## config.mk

```make
export PLATFORM = sky130hd
export DESIGN_NAME = risc_instruction_decoder
export DESIGN_NICKNAME = d
export VERILOG_FILES = /design/src/rtl/decoder_pkg.sv /design/src/rtl/risc_instruction_decoder.sv /design/src/rtl/imm_extend.sv /design/src/rtl/register_file.sv
export SDC_FILE = /design/constraint.sdc
export NUM_CORES = 2
export LEC_CHECK = 0
export ABC_AREA = 1
export BUFFER_PORTS_ARGS = -buffer_cell sky130_fd_sc_hd__buf_2
export CELL_PAD_IN_SITES_DETAIL_PLACEMENT = 1
export CELL_PAD_IN_SITES_GLOBAL_PLACEMENT = 2
export CORE_MARGIN = 3
export CORE_UTILIZATION = 40
export DETAILED_ROUTE_END_ITERATION = 10
export GPL_ROUTABILITY_DRIVEN = 0
export PLACE_DENSITY = 0.81
export SLEW_MARGIN = 5
export SYNTH_ARGS = -nofsm -noshare
export SYNTH_HDL_FRONTEND = slang
export SYNTH_SLANG_ARGS = --single-unit
```

## constraint.sdc

```tcl
create_clock -name clk_sys -period 8.4 [get_ports clk_sys]
set_clock_uncertainty 0.1 [all_clocks]
set_input_delay 0.84 -clock clk_sys [delete_from_list [all_inputs] [get_ports clk_sys]]
set_output_delay 0.84 -clock clk_sys [all_outputs]
set_load 0.1 [all_outputs]
```

## src/rtl/decoder_pkg.sv

```systemverilog
// Shared constants and carrier types for the instruction decoder.
// Assumes a big-endian bit order: bit 0 of the word is index 31 here.
`default_nettype none

package decoder_pkg;
  localparam int unsigned WORD_W = 32;
  localparam int unsigned HALF_W = 16;
  localparam int unsigned SEL_W = 5;
  localparam int unsigned NUM_REGS = 32;
  localparam logic [SEL_W-1:0] ZERO_REG = 5'h00;

  // Field positions, index numbering (bit 0 of the word is 31)
  localparam int unsigned OPC_HI = 31;
  localparam int unsigned OPC_LO = 26;
  localparam int unsigned DST_HI = 25;
  localparam int unsigned DST_LO = 21;
  localparam int unsigned SRCA_HI = 20;
  localparam int unsigned SRCA_LO = 16;
  localparam int unsigned SRCB_HI = 15;
  localparam int unsigned SRCB_LO = 11;
  localparam int unsigned IMM_HI = 15;
  localparam int unsigned IMM_LO = 0;
  localparam int unsigned LOW_HI = 15;
  localparam int unsigned LOW_LO = 1;
  localparam int unsigned SPR_BIT = 0;
  localparam int unsigned FMT_BIT = 29;

  // Opcodes and low-field codes
  localparam logic [5:0] OPC_SEXT = 6'h24;
  localparam logic [5:0] OPC_SPR = 6'h25;
  localparam logic [5:0] OPC_JUMP = 6'h26;
  localparam logic [5:0] OPC_CBR = 6'h27;
  localparam logic [5:0] OPC_PREFIX = 6'h2c;
  localparam logic [5:0] OPC_RET = 6'h2d;
  localparam logic [1:0] MEM_CLASS = 2'h3;
  localparam int unsigned STORE_BIT = 2;
  localparam logic [14:0] LOW_SEXT = 15'h0061;
  localparam logic [14:0] LOW_TO_SPR = 15'h6000;
  localparam logic [14:0] LOW_FROM_SPR = 15'h4000;
  localparam logic SPR_PC = 1'h0;
  localparam logic SPR_MSW = 1'h1;

  // Jump, branch and return sub-fields
  localparam int unsigned JMP_DLY_BIT = 4;
  localparam int unsigned JMP_ABS_BIT = 3;
  localparam int unsigned JMP_LINK_BIT = 2;
  localparam int unsigned CBR_DLY_BIT = 4;
  localparam logic [2:0] CND_EQ = 3'h0;
  localparam logic [2:0] CND_NE = 3'h1;
  localparam logic [2:0] CND_LT = 3'h2;
  localparam logic [2:0] CND_LE = 3'h3;
  localparam logic [2:0] CND_GT = 3'h4;
  localparam logic [2:0] CND_GE = 3'h5;
  localparam logic [4:0] RET_SUB = 5'h10;
  localparam logic [4:0] RET_INT = 5'h11;
  localparam logic [4:0] RET_BRK = 5'h12;

  // Memory access sizes and address masks
  localparam logic [1:0] SIZE_HALF = 2'h1;
  localparam logic [1:0] SIZE_WORD = 2'h2;
  localparam logic [31:0] MASK_HALF = 32'hffff_fffe;
  localparam logic [31:0] MASK_WORD = 32'hffff_fffc;

  // Machine status word layout
  localparam int unsigned MSW_CC = 31;
  localparam int unsigned MSW_BREAK_ACTIVE = 3;
  localparam int unsigned MSW_CARRY = 2;
  localparam int unsigned MSW_INT_EN = 1;
  localparam logic [31:0] MSW_RESET = 32'h0000_0000;

  // Bus register map
  localparam int unsigned REG_AW = 8;
  localparam logic [7:0] REG_CTRL = 8'h00;
  localparam logic [7:0] REG_MSW = 8'h04;
  localparam logic [7:0] REG_COUNT = 8'h08;
  localparam logic [7:0] REG_PREFIX = 8'h0c;
  localparam int unsigned CTRL_EN_BIT = 0;
  localparam logic [31:0] CTRL_RESET = 32'h0000_0001;
  localparam logic [31:0] CTRL_MASK = 32'h0000_0001;
  localparam int unsigned PFX_PEND_BIT = 16;

  typedef logic [WORD_W-1:0] word_type;

  typedef struct packed {
    logic valid;
    logic imm_format;
    logic [5:0] opcode;
    logic [SEL_W-1:0] dst_sel;
    logic [SEL_W-1:0] src_a_sel;
    logic [SEL_W-1:0] src_b_sel;
    word_type operand_a;
    word_type operand_b;
    logic imm_valid;
    logic result_valid;
    word_type result;
    logic branch_taken;
    word_type branch_target;
    logic delay_slot;
    logic mem_valid;
    logic mem_write;
    logic [1:0] mem_size;
    word_type mem_addr;
  } decoded_type;
endpackage

`default_nettype wire

```

## src/rtl/risc_instruction_decoder.sv

```systemverilog
// Instruction decoder stage with its own status word and AHB-Lite regs.
// Assumes fetch offers one word with its address; execute writes back.
//
// The implementer's own choices: the AHB-Lite interface to the registers and the address map.
`default_nettype none

module risc_instruction_decoder import decoder_pkg::*; (
  input wire logic clk_sys,
  input wire logic rstn,
  input wire logic instr_valid,
  input wire logic [WORD_W-1:0] instr_word,
  input wire logic [WORD_W-1:0] instr_pc,
  input wire logic wb_en,
  input wire logic [SEL_W-1:0] wb_sel,
  input wire logic [WORD_W-1:0] wb_data,
  input wire logic carry_wr,
  input wire logic carry_val,
  input wire logic hsel,
  input wire logic [31:0] haddr,
  input wire logic [1:0] htrans,
  input wire logic hwrite,
  input wire logic [2:0] hsize,
  input wire logic [31:0] hwdata,
  input wire logic hready,
  output logic hreadyout,
  output logic [31:0] hrdata,
  output logic hresp,
  output decoded_type dec_out,
  output logic [WORD_W-1:0] msw_out
);
  logic [WORD_W-1:0] ctrl;
  logic [WORD_W-1:0] decode_count;
  logic pfx_pending;
  logic [HALF_W-1:0] pfx_value;
  logic take;
  logic [WORD_W-1:0] imm0;
  logic s1_valid;
  logic [WORD_W-1:0] s1_instr;
  logic [WORD_W-1:0] s1_pc;
  logic [WORD_W-1:0] s1_imm;
  logic s1_pfx_used;
  logic [HALF_W-1:0] s1_pfx_val;
  logic [WORD_W-1:0] src_a_val;
  logic [WORD_W-1:0] src_b_val;
  logic [5:0] opc1;
  logic [SEL_W-1:0] dst1;
  logic [SEL_W-1:0] srca1;
  logic [14:0] low1;
  logic fmt1;
  logic cond_true;
  logic is_to_spr;
  logic is_ret;
  decoded_type next_dec;
  logic [WORD_W-1:0] next_msw;
  logic dp_active;
  logic dp_write;
  logic [REG_AW-1:0] dp_addr;
  logic addr_ok;
  logic [REG_AW-1:0] a_off;
  logic ctrl_wr;
  logic [WORD_W-1:0] ctrl_view;
  logic [WORD_W-1:0] next_rdata;

  // Instruction is taken only while decoding is enabled by software
  assign take = instr_valid && ctrl[CTRL_EN_BIT];

  // Immediate widening for the incoming word
  imm_extend u_imm (
    .imm_half(instr_word[IMM_HI:IMM_LO]),
    .pfx_pending(pfx_pending),
    .pfx_value(pfx_value),
    .imm_full(imm0)
  );

  // Operands read at take; data arrive with stage one
  register_file u_regs (
    .clk_sys(clk_sys),
    .rstn(rstn),
    .a_sel(instr_word[SRCA_HI:SRCA_LO]),
    .b_sel(instr_word[SRCB_HI:SRCB_LO]),
    .wr_en(wb_en),
    .wr_sel(wb_sel),
    .wr_data(wb_data),
    .a_data(src_a_val),
    .b_data(src_b_val)
  );

  // Prefix holder; any other taken word consumes or discards it
  always_ff @(posedge clk_sys or negedge rstn) begin
    if (!rstn) begin
      pfx_pending <= 1'b0;
      pfx_value <= '0;
    end else if (take) begin
      if (instr_word[OPC_HI:OPC_LO] == OPC_PREFIX) begin
        pfx_pending <= 1'b1;
        pfx_value <= instr_word[IMM_HI:IMM_LO];
      end else begin
        pfx_pending <= 1'b0;
      end
    end
  end

  // Stage one: hold the word while its operands are read
  always_ff @(posedge clk_sys or negedge rstn) begin
    if (!rstn) begin
      s1_valid <= 1'b0;
      s1_instr <= '0;
      s1_pc <= '0;
      s1_imm <= '0;
      s1_pfx_used <= 1'b0;
      s1_pfx_val <= '0;
    end else begin
      s1_valid <= take && (instr_word[OPC_HI:OPC_LO] != OPC_PREFIX);
      s1_instr <= instr_word;
      s1_pc <= instr_pc;
      s1_imm <= imm0;
      s1_pfx_used <= pfx_pending && instr_word[FMT_BIT];
      s1_pfx_val <= pfx_value;
    end
  end

  // Field split with bit 0 as the most significant bit
  assign opc1 = s1_instr[OPC_HI:OPC_LO];
  assign dst1 = s1_instr[DST_HI:DST_LO];
  assign srca1 = s1_instr[SRCA_HI:SRCA_LO];
  assign low1 = s1_instr[LOW_HI:LOW_LO];
  assign fmt1 = s1_instr[FMT_BIT];
  assign is_to_spr = s1_valid && opc1 == OPC_SPR && low1 == LOW_TO_SPR;
  assign is_ret = s1_valid && opc1 == OPC_RET;

  // Signed compare of source one against zero
  always_comb begin
    unique case (dst1[2:0])
      CND_EQ: cond_true = src_a_val == '0;
      CND_NE: cond_true = src_a_val != '0;
      CND_LT: cond_true = src_a_val[WORD_W-1];
      CND_LE: cond_true = src_a_val[WORD_W-1] || src_a_val == '0;
      CND_GT: cond_true = !src_a_val[WORD_W-1] && src_a_val != '0;
      CND_GE: cond_true = !src_a_val[WORD_W-1];
      default: cond_true = 1'b0;
    endcase
  end

  // Decode proper: operands, results, branches, memory access
  always_comb begin
    next_dec = '0;
    next_dec.valid = s1_valid;
    next_dec.imm_format = fmt1;
    next_dec.opcode = opc1;
    next_dec.dst_sel = dst1;
    next_dec.src_a_sel = srca1;
    next_dec.src_b_sel = fmt1 ? ZERO_REG : s1_instr[SRCB_HI:SRCB_LO];
    next_dec.operand_a = src_a_val;
    next_dec.imm_valid = fmt1;
    next_dec.operand_b = fmt1 ? s1_imm : src_b_val;
    case (opc1)
      OPC_SEXT: begin
        if (low1 == LOW_SEXT) begin
          next_dec.result_valid = 1'b1;
          next_dec.result = {{HALF_W{src_a_val[HALF_W-1]}}, src_a_val[HALF_W-1:0]};
        end
      end
      OPC_SPR: begin
        if (low1 == LOW_FROM_SPR) begin
          next_dec.result_valid = 1'b1;
          next_dec.result = (s1_instr[SPR_BIT] == SPR_MSW) ? msw_out : s1_pc;
        end
      end
      OPC_JUMP: begin
        next_dec.branch_taken = 1'b1;
        next_dec.delay_slot = srca1[JMP_DLY_BIT];
        next_dec.branch_target = srca1[JMP_ABS_BIT] ? src_b_val : s1_pc + src_b_val;
        next_dec.result_valid = srca1[JMP_LINK_BIT];
        next_dec.result = s1_pc;
      end
      OPC_CBR: begin
        next_dec.branch_taken = cond_true;
        next_dec.delay_slot = dst1[CBR_DLY_BIT];
        next_dec.branch_target = s1_pc + src_b_val;
      end
      OPC_RET: begin
        next_dec.branch_taken = 1'b1;
        next_dec.delay_slot = 1'b1;
        next_dec.branch_target = src_a_val + s1_imm;
      end
      default: begin
        if (opc1[5:4] == MEM_CLASS) begin
          next_dec.mem_valid = 1'b1;
          next_dec.mem_write = opc1[STORE_BIT];
          next_dec.mem_size = opc1[1:0];
          next_dec.mem_addr = src_a_val + next_dec.operand_b;
          if (opc1[1:0] == SIZE_HALF) begin
            next_dec.mem_addr = next_dec.mem_addr & MASK_HALF;
          end else if (opc1[1:0] == SIZE_WORD) begin
            next_dec.mem_addr = next_dec.mem_addr & MASK_WORD;
          end
        end
      end
    endcase
  end

  // Decoded result leaves through one register
  always_ff @(posedge clk_sys or negedge rstn) begin
    if (!rstn) begin
      dec_out <= '0;
    end else begin
      dec_out <= next_dec;
    end
  end

  // Status word: decoded effects override a carry update from execute
  always_comb begin
    next_msw = msw_out;
    if (carry_wr) begin
      next_msw[MSW_CARRY] = carry_val;
    end
    if (is_to_spr && s1_instr[SPR_BIT] == SPR_MSW) begin
      next_msw = src_a_val;
    end
    if (is_ret && dst1 == RET_INT) begin
      next_msw[MSW_INT_EN] = 1'b1;
    end
    if (is_ret && dst1 == RET_BRK) begin
      next_msw[MSW_BREAK_ACTIVE] = 1'b0;
    end
    next_msw[MSW_CC] = next_msw[MSW_CARRY];
  end

  // Status word register; a move-to takes effect on the next cycle
  always_ff @(posedge clk_sys or negedge rstn) begin
    if (!rstn) begin
      msw_out <= MSW_RESET;
    end else begin
      msw_out <= next_msw;
    end
  end

  // Count of decoded instructions, prefixes excluded
  always_ff @(posedge clk_sys or negedge rstn) begin
    if (!rstn) begin
      decode_count <= '0;
    end else if (s1_valid) begin
      decode_count <= decode_count + 32'h0000_0001;
    end
  end

  // Bus address phase accepted on a selected, active transfer
  assign addr_ok = hsel && hready && htrans[1];
  assign a_off = haddr[REG_AW-1:0];
  assign ctrl_wr = dp_active && dp_write && dp_addr == REG_CTRL;
  // Forward a write in flight so a following read sees it
  assign ctrl_view = ctrl_wr ? (hwdata & CTRL_MASK) : ctrl;

  // Read mux; unmapped offsets read zero
  always_comb begin
    unique case (a_off)
      REG_CTRL: next_rdata = ctrl_view;
      REG_MSW: next_rdata = msw_out;
      REG_COUNT: next_rdata = decode_count;
      REG_PREFIX: next_rdata = {15'h0000, pfx_pending, pfx_value};
      default: next_rdata = '0;
    endcase
  end

  // Data phase bookkeeping; zero wait states, always OKAY
  always_ff @(posedge clk_sys or negedge rstn) begin
    if (!rstn) begin
      dp_active <= 1'b0;
      dp_write <= 1'b0;
      dp_addr <= '0;
      hrdata <= '0;
      hreadyout <= 1'b1;
      hresp <= 1'b0;
    end else begin
      if (hready) begin
        dp_active <= addr_ok;
        dp_write <= hwrite;
        dp_addr <= a_off;
      end
      if (addr_ok && !hwrite) begin
        hrdata <= next_rdata;
      end
      hreadyout <= 1'b1;
      hresp <= 1'b0;
    end
  end

  // Control register, written in the data phase
  always_ff @(posedge clk_sys or negedge rstn) begin
    if (!rstn) begin
      ctrl <= CTRL_RESET;
    end else if (ctrl_wr) begin
      ctrl <= hwdata & CTRL_MASK;
    end
  end
endmodule

`default_nettype wire

```

## src/rtl/imm_extend.sv

```systemverilog
// Immediate widening: prefix join or sign extension of the low half.
// Assumes the caller supplies the prefix only while it is still pending.
`default_nettype none

module imm_extend import decoder_pkg::*; (
  input wire logic [HALF_W-1:0] imm_half,
  input wire logic pfx_pending,
  input wire logic [HALF_W-1:0] pfx_value,
  output logic [WORD_W-1:0] imm_full
);
  // Prefix supplies the upper half, else replicate the sign
  always_comb begin
    if (pfx_pending) begin
      imm_full = {pfx_value, imm_half};
    end else begin
      imm_full = {{HALF_W{imm_half[HALF_W-1]}}, imm_half};
    end
  end
endmodule

`default_nettype wire

```

## src/rtl/register_file.sv

```systemverilog
// Thirty-two general-purpose registers, two read ports, one write port.
// Assumes one clock; read data come out of a register one cycle later.
`default_nettype none

module register_file import decoder_pkg::*; (
  input wire logic clk_sys,
  input wire logic rstn,
  input wire logic [SEL_W-1:0] a_sel,
  input wire logic [SEL_W-1:0] b_sel,
  input wire logic wr_en,
  input wire logic [SEL_W-1:0] wr_sel,
  input wire logic [WORD_W-1:0] wr_data,
  output logic [WORD_W-1:0] a_data,
  output logic [WORD_W-1:0] b_data
);
  logic [WORD_W-1:0] mem [NUM_REGS];

  // Writes to the zero register are dropped
  always_ff @(posedge clk_sys) begin
    if (wr_en && wr_sel != ZERO_REG) begin
      mem[wr_sel] <= wr_data;
    end
  end

  // Read old contents on a same-cycle write; no bypass here
  always_ff @(posedge clk_sys or negedge rstn) begin
    if (!rstn) begin
      a_data <= '0;
      b_data <= '0;
    end else begin
      a_data <= (a_sel == ZERO_REG) ? '0 : mem[a_sel];
      b_data <= (b_sel == ZERO_REG) ? '0 : mem[b_sel];
    end
  end
endmodule

`default_nettype wire

```

==> impl_metrics.ini <==
[routing]
route.met3.wl_um = 25500
wl_met1_um = 125000
firstDrtPassIters = 5
ant_nets = 0
wl_met2_um = 144000
via_per_inst = 6.16
wl_per_cell_um = 30.3
top_layer = met5
num_vias = 64110
remaining_drc_errors = 0
wl_um = 315000
drtIter0Drc = 6568

[floorplan]
die_x_um = 433
initial_core_util = 0.403
coreArea_sq_um = 181000
rows = 156
die-area_sq_um = 188000
io-pin-count = 436
die_y_um = 433

[yosys]
yosys.area.top_type = edfxtp_1
ys.flop_type = edfxtp_1
avgSynthCellArea_sq_um = 9.53
yosys.cell_types.count = 57
synth_edf_count = 1024
synth_common_cells = nor2_1, o21ai_0, edfxtp_1
synth_seq_cells = 1512
yosys_warnings = 0
syn_area_sq_um = 73000
synth_area_leaders = edfxtp_1, dfrtp_1, o21ai_0
yosysMostFrequentCell = nor2_1
syn_inst = 7662
yosysSeqAreaShare = 0.588
async_flop_share = 0.323
yosys.area.top_type_share = 0.421

[global_route]
overflow = 0
grt_usage = 0.328
grt_antenna_before_repair = 30
grt_pass1_vias = 65367
grt_max_degree = 155
grt_pass1_wl_um = 449000

[timing]
worst_slew_pin_slew_ns = 1.18
slew_headroom = 0.206
hold_ws_ns = 0.0517
rsz0062_at_grt = false
fin_crit_sh = 0.472
fin_tns_setup_ns = 0
fmax_mhz = 252
fin_crit_ns = 3.96
setup_viol_count_final = 0
setup_slack_ns = 4.44
maxSlewViolCount = 0
finalHoldViolCount = 0

[cts]
cts.sinks = 1512
cts_max_path_buffers = 3
clk_pin_slew_ns = 0.06
cts_tree = done
cts_buffers = 169
cts_root_buf = clkbuf_16
cts_htree_levels = 4
post-cts-setup-buffer-count = 0
clock_latency_ns = 0.84

[pwr]
p_per_area_nw_per_um2 = 226
leakage_nw = 32.3
ir_worst_vdd_mv = 0.156

[setup_path]
crit_type = input port to flip-flop
start_kind = input port
worstPathMaxFanout = 83
required_ns = 8.93
end_kind = flip-flop
reg2regPathDepth = 8
critPathArrivalTime_ns = 4.49

[cells_and_area]
layout-drive-gt1-share = 0.100
nFillCells = 20412
fin_util = 0.458
fin_nets = 8152
final_cell_area_sq_um = 82900
syn_to_final_growth_pct = 13.5

[min_path]
hold_depth = 1
hold_class = input port to flip-flop

[run]
drv_cap = 0

[place]
dp_hpwl_um = 189000
portBuffers = 374
place_ws_ns = 3.78
postPlaceCellArea_sq_um = 77200

[outcome]
status = finished clean
==> cells by family (layout without fill, tap and decap cells) <==
group,after synthesis,count (layout),share of synthesized area
adders and majority gates,97,97,0.0169
xor gates and xnor gates,54,54,0.00648
and+or+nand+nor,2973,2973,0.166
AOI/OAI and AO/OA,2074,2074,0.168
other,2,46,0.000103
DFF,1512,1512,0.588
muxes,23,23,0.00320
buffers and inverters,927,1251,0.0510
==> worst paths after layout <==
check	from	to	slack (ns)
setup / recovery	instr_word[17]	u_regs.a_data[4]$_DFF_PN0_	4.44
hold / removal	instr_word[10]	s1_imm[10]$_DFF_PN0_	0.05
setup reg to reg	s1_instr[29]$_DFF_PN0_	dec_out[96]$_DFF_PN0_	4.46
hold reg to reg	s1_instr[17]$_DFF_PN0_	dec_out[174]$_DFF_PN0_	0.25
max in group asynchronous	rstn	u_regs.a_data[16]$_DFF_PN0_	6.40
min in group asynchronous	rstn	dec_out[23]$_DFF_PN0_	0.45
==> where the power goes <==
group,switching (W),total [W],internal [W]
clock,0.00309,0.00722,0.00413
sequential,0.000271,0.00848,0.00821
combinational,0.00232,0.00301,0.000687
==> cell usage in the layout, fill, tap and decap left out, drive strengths merged, types with 21 or more instances in the layout <==
cell type / synthesis / layout
nand3: 422 / 422
a21oi: 234 / 234
nand4: 38 / 38
xnor2: 21 / 21
nand2: 1003 / 1003
clkinv: 1 / 54
ha: 94 / 94
o211ai: 67 / 67
conb: 2 / 34
dfrtp: 487 / 487
buf: 164 / 484
nor2: 1416 / 1416
o21ai: 1238 / 1238
o221ai: 405 / 405
edfxtp: 1024 / 1024
dlygate4sd3: 0 / 34
nor3: 46 / 46
clkbuf: 345 / 252
xor2: 33 / 33
inv: 417 / 421
o22ai: 94 / 94
==> state kept, by name, indices dropped and copies added (netlist names) <==
signal and cells:
ctrl 32, dec_out 189, decode_count 32, dp_active 1, dp_addr 8, dp_write 1
hrdata 32, msw_out 31, pfx_pending 1, pfx_value 16, s1_imm 32, s1_instr 16
s1_pc 32, s1_valid 1, u_regs.a_data 32, u_regs.b_data 32, u_regs.mem 1024
==> what timing repair did <==
| action | in CTS | in global routing |
|---|---|---|
| gates resized for setup | 0 | 0 |
| hold buffers | 34 | 0 |
| hold endpoints to repair | 96 | 0 |
==> layout make-up <==
cell class	instances	area, sq um	area share
Sequential cell	1512	43000	0.518
Multi-Input combinational cell	5255	26700	0.322
Clock buffer	250	4820	0.0581
Timing Repair Buffer	520	3240	0.0390
Tap cell	2370	2970	0.0358
Inverter	418	1630	0.0196
Clock inverter	63	542	0.00654
Antenna cell	12	30.0	0.000362
==> worst max-delay path, cell delays in order <==
cell      delay [ns]
clkbuf_8        0.53
buf_4           0.75
buf_4           0.87
o21ai_0         0.21
o22ai_1         0.19
o21ai_0         0.10
o211ai_1        0.20
nand2_1         0.06
nor2_1          0.63
==> per-layer routing <==
layer | track usage | up-vias
met5 | 0 | -
met4 | 0.195 | 4
met3 | 0.0545 | 830
met2 | 0.520 | 3166
met1 | 0.425 | 32551
li1 | - | 27559
==> per-stage QoR <==
stage / cells / power [W]
2_1_floorplan: 7694 / 0.0104
3_3_place_gp: 10041 / 0.0115
3_5_place_dp: 10041 / 0.0116
4_1_cts: 10388 / 0.0188
5_1_grt: 10392 / 0.0193
6_report: 10400 / 0.0187
Note: power is estimated with default switching activity, not from simulation.
